## src/logic/timer0_consts.svh

```systemverilog
// Named offsets, field positions and values for the timer0 waveform block
`ifndef TIMER0_CONSTS_SVH
`define TIMER0_CONSTS_SVH
// Register byte offsets
`define OFS_CTRL_A 8'h00
`define OFS_CTRL_B 8'h04
`define OFS_COUNTER 8'h08
`define OFS_CMP_A 8'h0c
`define OFS_CMP_B 8'h10
`define OFS_INT_STATUS 8'h14
`define OFS_INT_MASK 8'h18
`define OFS_PIN_CTRL 8'h1c
// Register indices, one per word
`define IDX_CTRL_A 4'h0
`define IDX_CTRL_B 4'h1
`define IDX_COUNTER 4'h2
`define IDX_CMP_A 4'h3
`define IDX_CMP_B 4'h4
`define IDX_INT_STATUS 4'h5
`define IDX_INT_MASK 4'h6
`define IDX_PIN_CTRL 4'h7
`define IDX_NONE 4'hf
// Field positions of control_a
`define COMA_HI 7
`define COMA_LO 6
`define COMB_HI 5
`define COMB_LO 4
`define WGM_HI 1
`define WGM_LO 0
// Field positions of control_b
`define MODE_HI_BIT 3
`define RUN_BIT 0
// Field positions of pin control
`define DIR_A_BIT 0
`define DIR_B_BIT 1
`define PORT_A_BIT 4
`define PORT_B_BIT 5
// Interrupt status bits
`define ST_OVF 0
`define ST_MATCH_A 1
`define ST_MATCH_B 2
// Values
`define CNT_MAX 8'hff
`define CNT_BOTTOM 8'h00
`define CNT_STEP 8'h01
`define COM_OFF 2'b00
`define COM_TOGGLE 2'b01
`define RESP_OKAY 2'b00
`define RESP_SLVERR 2'b10
`define REG_RESET 8'h00
`define ST_RESET 3'h0
`define MODE_PHASE_FF 3'h1
`define MODE_CLEAR_ON_MATCH 3'h2
`define MODE_FAST_FF 3'h3
`define MODE_PHASE_CMP 3'h5
`define MODE_FAST_CMP 3'h7
`endif

```

## src/logic/timer0_pkg.sv

```systemverilog
// Types shared by the timer0 waveform block
package timer0_pkg;
  // Waveform family chosen by the mode field
  typedef enum logic [1:0] {
    kind_normal = 2'b00,
    kind_phase = 2'b01,
    kind_fast = 2'b10
  } wave_kind_e;
  // Write channel progress
  typedef enum logic {
    wr_idle = 1'b0,
    wr_resp = 1'b1
  } wr_state_e;
  // Read channel progress
  typedef enum logic {
    rd_idle = 1'b0,
    rd_data = 1'b1
  } rd_state_e;
  typedef logic [7:0] byte_t;
endpackage

```

## src/logic/timer0_mode_decode.sv

```systemverilog
// Decode of the 3-bit waveform generation mode
`timescale 1ns/100ps
`include "timer0_consts.svh"
module timer0_mode_decode (
  input wire logic [2:0] mode,
  output timer0_pkg::wave_kind_e kind,
  output logic top_from_compare,
  output logic ovf_at_top
);
  import timer0_pkg::*;

  // ----------------------------------------
  // Mode table
  // ----------------------------------------
  // Reserved codes fall back to normal counting with a full-range top
  always_comb begin
    kind = kind_normal;
    top_from_compare = 1'b0;
    ovf_at_top = 1'b0;
    case (mode)
      `MODE_PHASE_FF: kind = kind_phase;
      `MODE_CLEAR_ON_MATCH: top_from_compare = 1'b1;
      `MODE_FAST_FF: kind = kind_fast;
      `MODE_PHASE_CMP: begin
        kind = kind_phase;
        top_from_compare = 1'b1;
      end
      `MODE_FAST_CMP: begin
        kind = kind_fast;
        top_from_compare = 1'b1;
        ovf_at_top = 1'b1;
      end
      default: kind = kind_normal;
    endcase
  end
endmodule

```

## src/logic/timer0_compare_channel.sv

```systemverilog
// One compare-output channel: the waveform flip-flop and its actions
`timescale 1ns/100ps
`include "timer0_consts.svh"
module timer0_compare_channel (
  input wire logic clock,
  input wire logic rst,
  input timer0_pkg::wave_kind_e kind,
  input wire logic [1:0] output_mode,
  input wire logic match,
  input wire logic cmp_is_top,
  input wire logic wrap,
  input wire logic at_top,
  input wire logic count_up,
  output logic wave_q
);
  import timer0_pkg::*;

  // ----------------------------------------
  // Waveform register
  // ----------------------------------------
  // Reserved code 01 in the PWM families leaves the waveform alone
  always_ff @(posedge clock or posedge rst) begin
    if (rst) begin
      wave_q <= 1'b0;
    end else begin
      case (kind)
        kind_fast: begin
          if (output_mode[1]) begin
            // Match at top ignored
            if (match && !cmp_is_top) begin
              // Action on match
              wave_q <= output_mode[0];
            end else if (wrap) begin
              // Opposite action at bottom
              wave_q <= !output_mode[0];
            end
          end
        end
        kind_phase: begin
          if (output_mode[1]) begin
            if (cmp_is_top) begin
              // Action at top instead
              if (at_top) begin
                wave_q <= !output_mode[0];
              end
            end else if (match) begin
              // Direction picks the action
              wave_q <= count_up ? output_mode[0] : !output_mode[0];
            end
          end
        end
        default: begin
          // Non-PWM match actions
          if (match) begin
            if (output_mode == `COM_TOGGLE) begin
              wave_q <= !wave_q;
            end else if (output_mode[1]) begin
              wave_q <= output_mode[0];
            end
          end
        end
      endcase
    end
  end
endmodule

```

## src/logic/timer0_waveform_mode_control.sv

```systemverilog
// Timer0 mode decode, counter and compare-output pin control, AXI4-Lite slave
//
// Notes on behaviour
// Nonzero output mode routes waveform to pin
// Pin driven only when direction bit set
// Non-PWM: off, toggle, clear, set on match
// Fast PWM: match action, opposite at bottom
// Fast PWM: compare at top ignores match
// Phase PWM: up and down matches act oppositely
// Phase PWM: compare at top acts at top
// Control A bits 3:2 read zero
// Mode joins control B bit with A bits
// Normal and clear-on-match: immediate update, overflow at MAX
// Phase PWM: load at top, overflow at bottom
// Fast PWM: load at bottom, overflow MAX or top
// Software avoids reserved modes 4 and 6
`timescale 1ns/100ps
`include "timer0_consts.svh"
module timer0_waveform_mode_control (
  input wire logic clock,
  input wire logic rst,
  input wire logic [7:0] s_axi_awaddr,
  input wire logic s_axi_awvalid,
  output logic s_axi_awready,
  input wire logic [31:0] s_axi_wdata,
  input wire logic [3:0] s_axi_wstrb,
  input wire logic s_axi_wvalid,
  output logic s_axi_wready,
  output logic [1:0] s_axi_bresp,
  output logic s_axi_bvalid,
  input wire logic s_axi_bready,
  input wire logic [7:0] s_axi_araddr,
  input wire logic s_axi_arvalid,
  output logic s_axi_arready,
  output logic [31:0] s_axi_rdata,
  output logic [1:0] s_axi_rresp,
  output logic s_axi_rvalid,
  input wire logic s_axi_rready,
  output logic pin_a_out,
  output logic pin_a_oe,
  output logic pin_b_out,
  output logic pin_b_oe,
  output logic irq
);
  import timer0_pkg::*;

  // ----------------------------------------
  // Address decode
  // ----------------------------------------
  // Shared by the write and read paths
  function automatic logic [3:0] reg_index(input logic [7:0] addr);
    if (addr == `OFS_CTRL_A) reg_index = `IDX_CTRL_A;
    else if (addr == `OFS_CTRL_B) reg_index = `IDX_CTRL_B;
    else if (addr == `OFS_COUNTER) reg_index = `IDX_COUNTER;
    else if (addr == `OFS_CMP_A) reg_index = `IDX_CMP_A;
    else if (addr == `OFS_CMP_B) reg_index = `IDX_CMP_B;
    else if (addr == `OFS_INT_STATUS) reg_index = `IDX_INT_STATUS;
    else if (addr == `OFS_INT_MASK) reg_index = `IDX_INT_MASK;
    else if (addr == `OFS_PIN_CTRL) reg_index = `IDX_PIN_CTRL;
    else reg_index = `IDX_NONE;
  endfunction

  // ----------------------------------------
  // Declarations
  // ----------------------------------------
  wr_state_e wr_state_q; // Write channel state
  rd_state_e rd_state_q; // Read channel state
  logic aw_got_q; // Write address held
  logic w_got_q; // Write data held
  logic [7:0] awaddr_q; // Held write address
  byte_t wdata_q; // Held low write byte
  logic wstrb_q; // Held low lane strobe
  logic [3:0] rd_idx_q; // Index of the last read
  logic [31:0] rd_value; // Read mux output
  logic wr_fire; // Write performed this cycle
  logic [3:0] wr_idx; // Index of the held write
  logic [1:0] com_a_q; // Channel A output mode
  logic [1:0] com_b_q; // Channel B output mode
  logic [1:0] wgm_low_q; // Mode bits 1:0
  logic mode_hi_q; // Mode bit 2
  logic run_q; // Counter enable
  byte_t counter_q; // Timer count
  logic count_up_q; // Dual-slope direction
  byte_t cmp_buf_q [2]; // Software-side compare values
  byte_t cmp_q [2]; // Compare values in use
  logic [2:0] int_status_q; // Sticky event bits
  logic [2:0] int_mask_q; // Event enables
  byte_t pin_ctrl_q; // Direction and port bits
  logic [2:0] mode; // Joined mode field
  wave_kind_e kind; // Waveform family
  logic top_from_compare; // Top from compare A
  logic ovf_at_top; // Overflow flag at top
  byte_t top; // Current top
  logic at_top; // Count equals top
  logic wrap; // Single-slope top to bottom
  logic at_bottom_down; // Dual-slope bottom reached
  logic ovf_event; // Overflow this cycle
  logic load_buf; // Buffered compares load now
  logic cnt_wr; // Software writes the count
  logic [1:0] com [2]; // Output modes per channel
  logic [1:0] match; // Compare matches
  logic [1:0] cmp_is_top; // Compare equals top
  logic [1:0] wave; // Waveform flip-flops
  logic [1:0] dir; // Direction bits
  logic [1:0] port; // Ordinary port values
  logic [1:0] pin_out_q; // Pin levels
  logic [1:0] pin_oe_q; // Pin enables

  // ----------------------------------------
  // AXI write channel
  // ----------------------------------------
  assign wr_fire = (wr_state_q == wr_idle) && aw_got_q && w_got_q;
  assign wr_idx = reg_index(awaddr_q);

  // Address and data are taken in either order, then one response
  always_ff @(posedge clock or posedge rst) begin
    if (rst) begin
      wr_state_q <= wr_idle;
      aw_got_q <= 1'b0;
      w_got_q <= 1'b0;
      awaddr_q <= `REG_RESET;
      wdata_q <= `REG_RESET;
      wstrb_q <= 1'b0;
      s_axi_awready <= 1'b0;
      s_axi_wready <= 1'b0;
      s_axi_bvalid <= 1'b0;
      s_axi_bresp <= `RESP_OKAY;
    end else begin
      if (s_axi_awvalid && s_axi_awready) begin
        aw_got_q <= 1'b1;
        awaddr_q <= s_axi_awaddr;
        s_axi_awready <= 1'b0;
      end else if (wr_state_q == wr_idle && !aw_got_q) begin
        s_axi_awready <= 1'b1;
      end
      if (s_axi_wvalid && s_axi_wready) begin
        w_got_q <= 1'b1;
        wdata_q <= s_axi_wdata[7:0];
        wstrb_q <= s_axi_wstrb[0];
        s_axi_wready <= 1'b0;
      end else if (wr_state_q == wr_idle && !w_got_q) begin
        s_axi_wready <= 1'b1;
      end
      case (wr_state_q)
        wr_idle: begin
          if (wr_fire) begin
            aw_got_q <= 1'b0;
            w_got_q <= 1'b0;
            s_axi_bvalid <= 1'b1;
            // Unmapped words answer with a slave error
            s_axi_bresp <= (wr_idx == `IDX_NONE) ? `RESP_SLVERR : `RESP_OKAY;
            wr_state_q <= wr_resp;
          end
        end
        default: begin
          if (s_axi_bready) begin
            s_axi_bvalid <= 1'b0;
            wr_state_q <= wr_idle;
          end
        end
      endcase
    end
  end

  // ----------------------------------------
  // AXI read channel
  // ----------------------------------------
  // Read mux; narrow registers sit in the low byte
  always_comb begin
    rd_value = 32'h0;
    case (reg_index(s_axi_araddr))
      // Reserved bits 3:2 read zero
      `IDX_CTRL_A: rd_value[7:0] = {com_a_q, com_b_q, 2'b00, wgm_low_q};
      `IDX_CTRL_B: rd_value[`MODE_HI_BIT] = mode_hi_q;
      `IDX_COUNTER: rd_value[7:0] = counter_q;
      `IDX_CMP_A: rd_value[7:0] = cmp_buf_q[0];
      `IDX_CMP_B: rd_value[7:0] = cmp_buf_q[1];
      `IDX_INT_STATUS: rd_value[2:0] = int_status_q;
      `IDX_INT_MASK: rd_value[2:0] = int_mask_q;
      `IDX_PIN_CTRL: rd_value[7:0] = pin_ctrl_q;
      default: rd_value = 32'h0;
    endcase
    rd_value[`RUN_BIT] = rd_value[`RUN_BIT] | (reg_index(s_axi_araddr) == `IDX_CTRL_B && run_q);
  end

  // Data is captured at the address handshake, so reads carry no side effects
  always_ff @(posedge clock or posedge rst) begin
    if (rst) begin
      rd_state_q <= rd_idle;
      rd_idx_q <= `IDX_NONE;
      s_axi_arready <= 1'b0;
      s_axi_rvalid <= 1'b0;
      s_axi_rdata <= 32'h0;
      s_axi_rresp <= `RESP_OKAY;
    end else begin
      case (rd_state_q)
        rd_idle: begin
          if (s_axi_arvalid && s_axi_arready) begin
            s_axi_arready <= 1'b0;
            s_axi_rvalid <= 1'b1;
            s_axi_rdata <= rd_value;
            rd_idx_q <= reg_index(s_axi_araddr);
            s_axi_rresp <= (reg_index(s_axi_araddr) == `IDX_NONE) ? `RESP_SLVERR : `RESP_OKAY;
            rd_state_q <= rd_data;
          end else begin
            s_axi_arready <= 1'b1;
          end
        end
        default: begin
          if (s_axi_rready) begin
            s_axi_rvalid <= 1'b0;
            rd_state_q <= rd_idle;
          end
        end
      endcase
    end
  end

  // ----------------------------------------
  // Control registers
  // ----------------------------------------
  // Reserved bits of control A and B are not stored; pin control keeps all eight bits
  always_ff @(posedge clock or posedge rst) begin
    if (rst) begin
      com_a_q <= `COM_OFF;
      com_b_q <= `COM_OFF;
      wgm_low_q <= 2'b00;
      mode_hi_q <= 1'b0;
      run_q <= 1'b0;
      int_mask_q <= `ST_RESET;
      pin_ctrl_q <= `REG_RESET;
    end else if (wr_fire && wstrb_q) begin
      if (wr_idx == `IDX_CTRL_A) begin
        com_a_q <= wdata_q[`COMA_HI:`COMA_LO];
        com_b_q <= wdata_q[`COMB_HI:`COMB_LO];
        wgm_low_q <= wdata_q[`WGM_HI:`WGM_LO];
      end else if (wr_idx == `IDX_CTRL_B) begin
        mode_hi_q <= wdata_q[`MODE_HI_BIT];
        run_q <= wdata_q[`RUN_BIT];
      end else if (wr_idx == `IDX_INT_MASK) begin
        int_mask_q <= wdata_q[2:0];
      end else if (wr_idx == `IDX_PIN_CTRL) begin
        pin_ctrl_q <= wdata_q;
      end
    end
  end

  // ----------------------------------------
  // Mode decode and counter
  // ----------------------------------------
  // Join the high bit with bits 1:0
  assign mode = {mode_hi_q, wgm_low_q};

  timer0_mode_decode u_decode (
    .mode(mode),
    .kind(kind),
    .top_from_compare(top_from_compare),
    .ovf_at_top(ovf_at_top)
  );

  assign top = top_from_compare ? cmp_q[0] : `CNT_MAX;
  assign at_top = run_q && (counter_q == top);
  assign wrap = at_top && (kind != kind_phase);
  assign at_bottom_down = run_q && (kind == kind_phase) && !count_up_q
    && (counter_q == `CNT_BOTTOM);
  assign cnt_wr = wr_fire && wstrb_q && (wr_idx == `IDX_COUNTER);

  // Single slope wraps at top; dual slope turns at top and bottom
  always_ff @(posedge clock or posedge rst) begin
    if (rst) begin
      counter_q <= `CNT_BOTTOM;
      count_up_q <= 1'b1;
    end else if (cnt_wr) begin
      counter_q <= wdata_q;
    end else if (run_q) begin
      if (kind == kind_phase) begin
        if (count_up_q && counter_q == top) begin
          counter_q <= counter_q - `CNT_STEP;
          count_up_q <= 1'b0;
        end else if (!count_up_q && counter_q == `CNT_BOTTOM) begin
          counter_q <= counter_q + `CNT_STEP;
          count_up_q <= 1'b1;
        end else begin
          counter_q <= count_up_q ? counter_q + `CNT_STEP : counter_q - `CNT_STEP;
        end
      end else begin
        counter_q <= wrap ? `CNT_BOTTOM : counter_q + `CNT_STEP;
        count_up_q <= 1'b1;
      end
    end
  end

  // ----------------------------------------
  // Overflow and compare buffering
  // ----------------------------------------
  always_comb begin
    if (kind == kind_phase) begin
      // Overflow at bottom, load at top
      ovf_event = at_bottom_down;
      load_buf = at_top && count_up_q;
    end else if (kind == kind_fast) begin
      // Overflow at MAX or top, load at bottom
      ovf_event = ovf_at_top ? at_top : (run_q && counter_q == `CNT_MAX);
      load_buf = wrap;
    end else begin
      // Overflow at MAX, no buffering
      ovf_event = run_q && (counter_q == `CNT_MAX);
      load_buf = 1'b0;
    end
  end

  // ----------------------------------------
  // Per-channel compare and pin logic
  // ----------------------------------------
  assign com[0] = com_a_q;
  assign com[1] = com_b_q;
  assign dir = {pin_ctrl_q[`DIR_B_BIT], pin_ctrl_q[`DIR_A_BIT]};
  assign port = {pin_ctrl_q[`PORT_B_BIT], pin_ctrl_q[`PORT_A_BIT]};

  for (genvar ch = 0; ch < 2; ch++) begin : g_chan
    assign match[ch] = run_q && (counter_q == cmp_q[ch]);
    assign cmp_is_top[ch] = (cmp_q[ch] == top);

    // Compare values: direct in non-PWM modes, staged in PWM modes
    always_ff @(posedge clock or posedge rst) begin
      if (rst) begin
        cmp_buf_q[ch] <= `REG_RESET;
        cmp_q[ch] <= `REG_RESET;
      end else begin
        if (wr_fire && wstrb_q && wr_idx == (`IDX_CMP_A + 4'(ch))) begin
          cmp_buf_q[ch] <= wdata_q;
          if (kind == kind_normal) begin
            cmp_q[ch] <= wdata_q;
          end
        end
        if (load_buf) begin
          cmp_q[ch] <= cmp_buf_q[ch];
        end else if (kind == kind_normal) begin
          // Leaving a PWM mode must not strand a stale value
          cmp_q[ch] <= (wr_fire && wstrb_q && wr_idx == (`IDX_CMP_A + 4'(ch)))
            ? wdata_q : cmp_buf_q[ch];
        end
      end
    end

    timer0_compare_channel u_chan (
      .clock(clock),
      .rst(rst),
      .kind(kind),
      .output_mode(com[ch]),
      .match(match[ch]),
      .cmp_is_top(cmp_is_top[ch]),
      .wrap(wrap),
      .at_top(at_top),
      .count_up(count_up_q),
      .wave_q(wave[ch])
    );

    // Pin level and enable, registered
    always_ff @(posedge clock or posedge rst) begin
      if (rst) begin
        pin_out_q[ch] <= 1'b0;
        pin_oe_q[ch] <= 1'b0;
      end else begin
        // Waveform overrides the port value
        pin_out_q[ch] <= (com[ch] != `COM_OFF) ? wave[ch] : port[ch];
        // Driver follows the direction bit
        pin_oe_q[ch] <= dir[ch];
      end
    end

  end

  assign pin_a_out = pin_out_q[0];
  assign pin_b_out = pin_out_q[1];
  assign pin_a_oe = pin_oe_q[0];
  assign pin_b_oe = pin_oe_q[1];

  // ----------------------------------------
  // Interrupt status and mask
  // ----------------------------------------
  // Write one to clear; a new event in the same cycle wins
  always_ff @(posedge clock or posedge rst) begin
    if (rst) begin
      int_status_q <= `ST_RESET;
    end else begin
      for (int i = 0; i < 3; i++) begin
        if ((i == `ST_OVF && ovf_event) || (i == `ST_MATCH_A && match[0])
            || (i == `ST_MATCH_B && match[1])) begin
          int_status_q[i] <= 1'b1;
        end else if (wr_fire && wstrb_q && wr_idx == `IDX_INT_STATUS && wdata_q[i]) begin
          int_status_q[i] <= 1'b0;
        end
      end
    end
  end

  always_ff @(posedge clock or posedge rst) begin
    if (rst) begin
      irq <= 1'b0;
    end else begin
      irq <= |(int_status_q & int_mask_q);
    end
  end
endmodule

```

## config.mk

```make
export PLATFORM = sky130hd
export DESIGN_NAME = timer0_waveform_mode_control
export DESIGN_NICKNAME = d
export VERILOG_FILES = /design/src/logic/timer0_pkg.sv /design/src/logic/timer0_mode_decode.sv /design/src/logic/timer0_compare_channel.sv /design/src/logic/timer0_waveform_mode_control.sv
export VERILOG_INCLUDE_DIRS = /design/src /design/src/logic
export SDC_FILE = /design/constraint.sdc
export NUM_CORES = 1
export LEC_CHECK = 0
export BUFFER_PORTS_ARGS = -buffer_cell sky130_fd_sc_hd__buf_2
export CAP_MARGIN = 20
export CORE_MARGIN = 2
export CORE_UTILIZATION = 57
export DETAILED_ROUTE_END_ITERATION = 12
export PLACE_DENSITY_LB_ADDON = 0.2
export SLEW_MARGIN = 20
export SYNTH_ARGS = -nofsm -noshare
export SYNTH_HDL_FRONTEND = slang
export SYNTH_SLANG_ARGS = --single-unit
```

## constraint.sdc

```tcl
create_clock -name clock -period 3.7 [get_ports clock]
set_input_delay 0.37 -clock clock [delete_from_list [all_inputs] [get_ports clock]]
set_output_delay 0.37 -clock clock [all_outputs]
set_load 0.01 [all_outputs]
```

==> reports/qor.log, run 1 <==
INFO  synthesis      post_synth_xor_area_fraction=0.02127
INFO  placement      port-buffer-count=51
INFO  setup_path     crit_path_max_incr_delay=630ps
INFO  timing         finalSetupTns=0ps
INFO  synthesis      synth-compound-area-share=0.1702
INFO  drt            drtAntennaViolNets=0
INFO  clock_network  postCtsHoldBufs=0
INFO  synthesis      yosys_most_used_dff=dfrtp_1
INFO  synthesis      synth_warnings=0
INFO  power_and_ir_drop switchingPower=1342uW
INFO  clock_network  postCtsSetupBuffers=0
INFO  timing         max_slew_margin=0.3668
INFO  global_routing first_pass_grt_wire_length=25990um
INFO  floorplanning  die_width=108.1um
INFO  setup_path     worstPathRequired=3960ps
INFO  floorplanning  design.die.area=11680squm
INFO  timing         maxClockFrequency=0.3201GHz
INFO  timing         setup_viols_final=0
INFO  timing         finalHoldViolCount=0
INFO  power_and_ir_drop pwr_density_cell=541.7nW/um^2
INFO  global_routing grt_antenna_before_repair=0
INFO  synthesis      cell_types_with_the_largest_area_share_after_synthesis=dfrtp_1, mux2_2, nand2_1
INFO  synthesis      most_frequent_cells_after_synthesis=dfrtp_1, nand2_1, mux2_2, nor2_1, o21ai_0
INFO  drt            remaining_drc_errors=0
INFO  synthesis      synth_top_cell_area_share=0.4254
INFO  clock_network  clock_path_buffers=2
INFO  synthesis      post_synth_fa_ha_maj_area_fraction=0.01216
INFO  synthesis      mappedNetlistArea=6176squm
INFO  setup_path     cpMaxStageDelayCell=a2111o_1
INFO  power_and_ir_drop switching_share=0.3718
INFO  placement      placedInstanceArea=6444squm
INFO  placement      post-dp-hpwl=11710um
INFO  layout         finish.cell_count_without_fillers=822
INFO  clock_network  worstSkewPairLatency=380ps
INFO  clock_network  cts.sink_count=106
INFO  setup_path     critical_path_class=register to register
INFO  timing         fin_skew=15.25ps
INFO  power_and_ir_drop clock_group_share_of_total_power=0.216
INFO  drt            vias=5117
INFO  floorplanning  design.portCount=105
INFO  power_and_ir_drop ir_worst_vdd=0.5449mV
INFO  timing         measured_slew_at_the_worst_slew_check_pin=949.8ps
INFO  synthesis      main_combinational_cell_family_by_area_after_synthesis=compound AO/OA/AOI/OAI gates
INFO  synthesis      number_of_flip_flops_and_latches_in_the_synthesized_netlist=106
INFO  floorplanning  start_util=0.5773
INFO  clock_network  cts-resized-gates=0
INFO  floorplanning  fp-row-count=38
INFO  clock_network  cts.reportedPaths.clkPinSlew=100ps
INFO  setup_path     crit_path_cells=xnor2_1, o31ai_1, o211a_1, a2111o_1, or2_2, nor2_4, a21oi_1, o2bb2a_1
INFO  drt            post_drt_wl_per_cell=19.51um
INFO  synthesis      synth_sequential_area_ratio=0.4297
INFO  synthesis      synth.largest_area_cell=dfrtp_1
INFO  job            drv_cap=0
INFO  power_and_ir_drop internal-power=2267uW
INFO  clock_network  tritoncts.num_buffers=9
INFO  power_and_ir_drop power.leakage=0.003015uW
INFO  floorplanning  core_region_area=10700squm
INFO  synthesis      synth_area_per_cell=9.635squm
INFO  synthesis      yosys.cell_types.count=73
INFO  clock_network  cts-htree-levels=3
INFO  synthesis      synth_enable_flop_cells=0
INFO  layout         area.growth.synth_to_final=7.861%
INFO  layout         num-nets-final=742
INFO  outcome        run_status=completed
INFO  drt            drt-initial-drc-count=514
INFO  clock_network  clock_tree_from_tritoncts=yes
INFO  layout         drive_above_1_share=0.2155
INFO  layout         antenna-diode-count=0
INFO  placement      place.detailed.instances=806
INFO  setup_path     critical_path.startpoint_type=register
INFO  timing         finalCritPeriodShare=0.8444
INFO  power_and_ir_drop seqPwrFrac=0.514
INFO  timing         setup_repair_after_global_routing_missed_its_margin=false
INFO  synthesis      postSynthCellCount=641
INFO  synthesis      ys_async_sr_fraction=1.000
INFO  hold_path      min_path_type=input port to async pin
INFO  clock_network  cts.root.buffer_cell=clkbuf_8
INFO  drt            vias_per_cell=6.225
INFO  setup_path     path_max_fanout=15
INFO  layout         finish.instance_area=6661squm
INFO  synthesis      yosys-mux-area-fraction=0.1372
INFO  global_routing grt_util_all_layers=0.2914
INFO  drt            drt_total_wl=16040um
INFO  global_routing grt_total_ovfl=0
INFO  global_routing first_global_vias=4923
INFO  placement      routabilityCongestion=0.9318
INFO  global_routing grt_start_max_net_pins=78
INFO  synthesis      synth.most_common_cell=dfrtp_1
INFO  floorplanning  floorplan.die.height=108.1um
INFO  timing         period_minus_slack=3124ps
INFO  setup_path     worst_setup_path_end_kind=register
INFO  power_and_ir_drop power.combinational.fraction=0.270
INFO  timing         timing.final.max_slew_violations=0
INFO  drt            first_pass_iters=7
INFO  synthesis      synth_simple_gate_area_share=0.1651
INFO  setup_path     cp_data_arrival_time=3380ps
[metrics by stage]
step	worst slack [ps]	power [uW]	utilization	hold WS (ps)
floorplan	542.8	2482	-	365.1
global placement	658.7	2778	0.6023	395.5
detailed placement	611.0	2826	0.6023	393.5
CTS	591.9	3605	0.6227	163.3
global route	445.9	3823	0.6227	169.9
finish	575.8	3609	0.6227	176.7
[layer usage]
metal	vias to the layer above	share of wire	GRT usage
met5	-	0	0
met4	0	0.035	0.1273
met3	42	0.064	0.04039
met2	238	0.47	0.4533
met1	2488	0.43	0.4105
li1	2349	-	-
[power by group through the flow]
| stage | Clock (uW) | Combinational (uW) | Sequential (uW) |
|---|---|---|---|
| 2_1_floorplan | 0 | 845 | 1640 |
| 3_3_place_gp | 0 | 932 | 1850 |
| 3_5_place_dp | 0 | 965 | 1860 |
| 4_1_cts | 792 | 971 | 1840 |
| 5_1_grt | 842 | 1090 | 1900 |
| 6_report | 778 | 975 | 1860 |
[path summary, 6_finish.rpt]
check | depth (start not counted) | endpoint | slack (ps) | startpoint
max reg2reg | 8 | cmp_q[1]$_DFFE_PP0P_ | 580 | cmp_q[14]$_DFFE_PP0P_
min | 2 | pin_ctrl_q[4]$_DFFE_PP0P_ | 180 | rst
max | 8 | cmp_q[1]$_DFFE_PP0P_ | 580 | cmp_q[14]$_DFFE_PP0P_
min reg2reg | 0 | pin_a_oe$_DFF_PP0_ | 410 | pin_ctrl_q[0]$_DFFE_PP0P_
min in group clock | 2 | rd_state_q$_DFF_PP0_ | 180 | s_axi_rready
max in group asynchronous | 3 | s_axi_bresp[1]$_DFFE_PP0P_ | 2650 | rst
[critical path: cells and delay by family (launching register included)]
family | cells | cell delay, ps
xor+xnor | 1 | 380
simple gates | 2 | 560
compound gates | 5 | 1560
flops | 1 | 500
[registers in the layout (all words and copies together) (netlist names), 3 cells and up]
| register | cells |
|---|---|
| pin_ctrl_q | 8 |
| counter_q | 8 |
| awaddr_q | 8 |
| wdata_q | 8 |
| cmp_buf_q | 16 |
| int_mask_q | 3 |
| cmp_q | 16 |
| s_axi_rdata | 8 |
| int_status_q | 3 |
[layout by cell type (no fill, tap or decap), types with 6 or more instances in the layout]
master,synthesis,layout
o22ai_1,15,15
conb_1,1,26
xnor2_1,10,10
buf_2,3,51
and2_1,6,6
nor2_1,39,39
a22oi_1,9,9
ha_1,6,6
buf_4,26,9
inv_1,18,17
nand2_1,73,73
mux2_2,59,59
nor2b_1,6,6
a31oi_1,8,8
clkbuf_8,0,9
dfrtp_1,105,105
o31ai_1,8,8
a2bb2oi_1,8,8
nand2b_1,9,9
mux2i_1,16,16
a21oi_1,30,30
nor3_1,9,9
nand3_1,19,19
o21ai_0,34,34
nand4_1,7,7
[layout make-up]
class | count | area (sq um)
clock buffer | 9 | 123.9
clock inverter | 7 | 93.84
fill | 943 | 4036
inverter | 18 | 70.07
multi-input combinational | 482 | 3222
sequential | 106 | 2654
tap | 140 | 175.2
timing repair buffer | 60 | 322.8
[kinds of logic (layout without fill, tap and decap cells)]
logic type / after synthesis / in the layout
compound gates: 155 / 155
xor+xnor: 15 / 15
fa+ha+maj: 6 / 6
buf+inv: 78 / 94
flops: 106 / 106
mux: 76 / 76
other cells: 1 / 26
simple gates: 204 / 204
(Power assumes the default switching activity.)
==> run 2, diff against run 1 <==
- clock period: 3.7 -> 3 ns (I/O delays scaled with it)
==> run 2 against run 1 <==
Non-clock buffer count up 22. Core utilization up 1.8 points. Sequential power is 21% higher. Critical endpoint is now g_chan[1].u_chan.wave_q$_DFFE_PP0P_.
==> reports/qor.log, run 2 (synthesis results as in run 1) <==
INFO  clock_network  clock_path_buffers=2 [unchanged]
INFO  setup_path     crit_path_cells=or3b_4, a21oi_2, o221ai_2, a2111o_2, or2_2, a21oi_1, o31ai_1, mux2_2 [was xnor2_1, o31ai_1, o211a_1, a2111o_1, or2_2, nor2_4, a21oi_1, o2bb2a_1]
INFO  setup_path     critical_path.startpoint_type=register [unchanged]
INFO  global_routing grt_total_ovfl=0 [unchanged]
INFO  clock_network  cts-htree-levels=3 [unchanged]
INFO  timing         finalHoldViolCount=0 [unchanged]
INFO  timing         measured_slew_at_the_worst_slew_check_pin=736.1ps [was 949.8 ps]
INFO  placement      routabilityCongestion=0.9403 [was 0.9318]
INFO  job            drv_cap=0 [unchanged]
INFO  timing         fin_skew=14.85ps [was 15.25 ps]
INFO  clock_network  worstSkewPairLatency=380ps [about the same]
INFO  timing         finalSetupTns=0ps [unchanged]
INFO  drt            remaining_drc_errors=0 [unchanged]
INFO  layout         final_common_cell=dfrtp_1 [unchanged]
INFO  drt            vias=5321 [was 5117]
INFO  power_and_ir_drop power.combinational.fraction=0.306 [was 0.270]
INFO  setup_path     worstPathRequired=3270ps [was 3960 ps]
INFO  timing         finalCritPeriodShare=0.9589 [was 0.8444]
INFO  layout         largest_registers=cmp_buf_q: 16 flops, cmp_q: 16 flops [unchanged]
INFO  clock_network  tritoncts.num_buffers=9 [unchanged]
INFO  power_and_ir_drop ir_worst_vdd=0.5930mV [was 0.5449 mV]
INFO  timing         setup_viols_final=0 [unchanged]
INFO  timing         max_slew_margin=0.5075 [was 0.3668]
INFO  layout         most-common-layout-cells=dfrtp_1, nand2_1, mux2_2 [unchanged]
INFO  power_and_ir_drop clock_group_share_of_total_power=0.195 [was 0.216]
INFO  setup_path     path_max_fanout=7 [was 15]
INFO  global_routing first_global_vias=5109 [was 4923]
INFO  power_and_ir_drop switching_share=0.3943 [was 0.3718]
INFO  outcome        run_status=completed [unchanged]
INFO  layout         final.fill_count=867 [was 943]
INFO  hold_path      min_path_type=input port to async pin [unchanged]
INFO  placement      port-buffer-count=51 [unchanged]
INFO  power_and_ir_drop switchingPower=1774uW [was 1342 uW]
INFO  timing         period_minus_slack=2877ps [was 3124 ps]
INFO  global_routing grt_antenna_before_repair=0 [unchanged]
INFO  layout         finalCoreUtilization=0.6411 [was 0.6227]
INFO  global_routing grt.met1_usage=0.4109 [was 0.4105]
INFO  floorplanning  core_region_area=10700squm [unchanged]
INFO  layout         num-nets-final=765 [was 742]
INFO  clock_network  cts.sink_count=106 [unchanged]
INFO  floorplanning  die_width=108.1um [unchanged]
INFO  placement      post-dp-hpwl=12250um [was 11710 um]
INFO  setup_path     cpMaxStageDelayCell=a2111o_2 [was a2111o_1]
INFO  drt            drt_total_wl=16790um [was 16040 um]
INFO  setup_path     crit_path_max_incr_delay=550ps [was 630 ps]
INFO  drt            vias_per_cell=6.297 [was 6.225]
INFO  global_routing first_pass_grt_wire_length=26500um [was 25990 um]
INFO  floorplanning  start_util=0.5773 [unchanged]
INFO  layout         area.growth.synth_to_final=11.04% [was 7.861%]
INFO  drt            first_pass_iters=6 [was 7]
INFO  clock_network  postCtsHoldBufs=0 [unchanged]
INFO  power_and_ir_drop internal-power=2725uW [was 2267 uW]
INFO  power_and_ir_drop seqPwrFrac=0.499 [was 0.514]
INFO  clock_network  cts.reportedPaths.clkPinSlew=110ps [was 100 ps]
INFO  setup_path     critical_path_class=register to register [unchanged]
INFO  drt            post_drt_wl_per_cell=19.87um [was 19.51 um]
INFO  drt            drt-initial-drc-count=402 [was 514]
INFO  setup_path     worst_setup_path_end_kind=register [unchanged]
INFO  floorplanning  design.portCount=105 [unchanged]
INFO  global_routing met3_usage=0.06510 [was 0.04039]
INFO  global_routing top_usage_layer=met2 [unchanged]
INFO  global_routing met2_usage=0.4582 [was 0.4533]
INFO  timing         maxClockFrequency=0.3476GHz [was 0.3201 GHz]
INFO  timing         timing.final.max_slew_violations=0 [unchanged]
INFO  power_and_ir_drop pwr_density_cell=656.0nW/um^2 [was 541.7 nW/um^2]
INFO  power_and_ir_drop power.total=4499uW [was 3609 uW]
INFO  layout         antenna-diode-count=0 [unchanged]
INFO  clock_network  clock_tree_from_tritoncts=yes [unchanged]
INFO  drt            drtAntennaViolNets=0 [unchanged]
INFO  power_and_ir_drop power.leakage=0.003119uW [was 0.003015 uW]
INFO  layout         drive_above_1_share=0.2496 [was 0.2155]
INFO  global_routing grt_util_all_layers=0.3007 [was 0.2914]
INFO  floorplanning  floorplan.die.height=108.1um [unchanged]
INFO  floorplanning  fp-row-count=38 [unchanged]
INFO  global_routing grt_start_max_net_pins=107 [was 78]
INFO  setup_path     cp_data_arrival_time=3150ps [was 3380 ps]
INFO  clock_network  cts.root.buffer_cell=clkbuf_8 [unchanged]
INFO  floorplanning  design.die.area=11680squm [unchanged]
==> run 2: changes by cell type in the layout (fill, tap and decap cells not counted), sizes merged <==
cell	previous run	this run
inv	18	19
clkinv	3	4
buf	60	82
bufinv	2	0
a2111o	1	2
==> run 2: worst paths after layout <==
kind	endpoint	depth (start not counted)	start	slack (ps)
setup / recovery	g_chan[1].u_chan.wave_q$_DFFE_PP0P_	8	mode_hi_q$_DFFE_PP0P_	120
hold / removal	awaddr_q[5]$_DFFE_PP0P_	3	rst	50
setup reg to reg	g_chan[1].u_chan.wave_q$_DFFE_PP0P_	8	mode_hi_q$_DFFE_PP0P_	120
hold reg to reg	pin_a_oe$_DFF_PP0_	0	pin_ctrl_q[0]$_DFFE_PP0P_	430
max in group asynchronous	mode_hi_q$_DFFE_PP0P_	3	rst	2500
min in group clock	wr_state_q$_DFF_PP0_	2	s_axi_bready	100
==> run 2: through the flow <==
step,cell area (sq um),setup WS (ps),hold slack (ps),instances
detailed placement,6608,86.59,391.0,826
floorplan,6274,382.7,365.1,666
finish,6858,123.3,54.99,845
global placement,6608,123.2,387.9,826
CTS,6804,79.96,87.83,842
global route,6858,-12.51,105.7,845
==> run 2: power by group through the flow <==
stage	registers, uW	logic [uW]	clock network, uW
after floorplan	2020	1040	0
after global placement	2240	1300	0
after detailed placement	2260	1340	0
after CTS	2230	1350	888
after global routing	2290	1510	944
final	2250	1380	878
==> run 2: per-layer routing <==
metal	vias to the layer above	part of all wire
met2	291	0.46
met4	0	0.039
met3	54	0.094
met5	-	0
met1	2576	0.41
li1	2400	-
==> run 2: what timing repair did <==
item | in CTS | in global routing
resized for setup | 0 | 8
setup endpoints to repair | 0 | 13
setup buffers | 0 | 2
endpoints found under the hold margin | 0 | 0
==> run 2: layout make-up <==
type                            count  area, sq um  area share
Multi-Input combinational cell    483         3259      0.4753
Sequential cell                   106         2655      0.3872
Timing Repair Buffer               82        500.5     0.07298
Tap cell                          140        175.2     0.02554
Clock buffer                        9        123.9     0.01806
Clock inverter                      7        72.57     0.01058
Inverter                           18        71.32     0.01040
==> run 2: critical path, delay by kind of cell (launching register included) <==
family	cells	cell delay, ps
AO/OA/AOI/OAI	5	1190
AND/OR/NAND/NOR	2	850
flip-flops	1	460
multiplexers	1	280
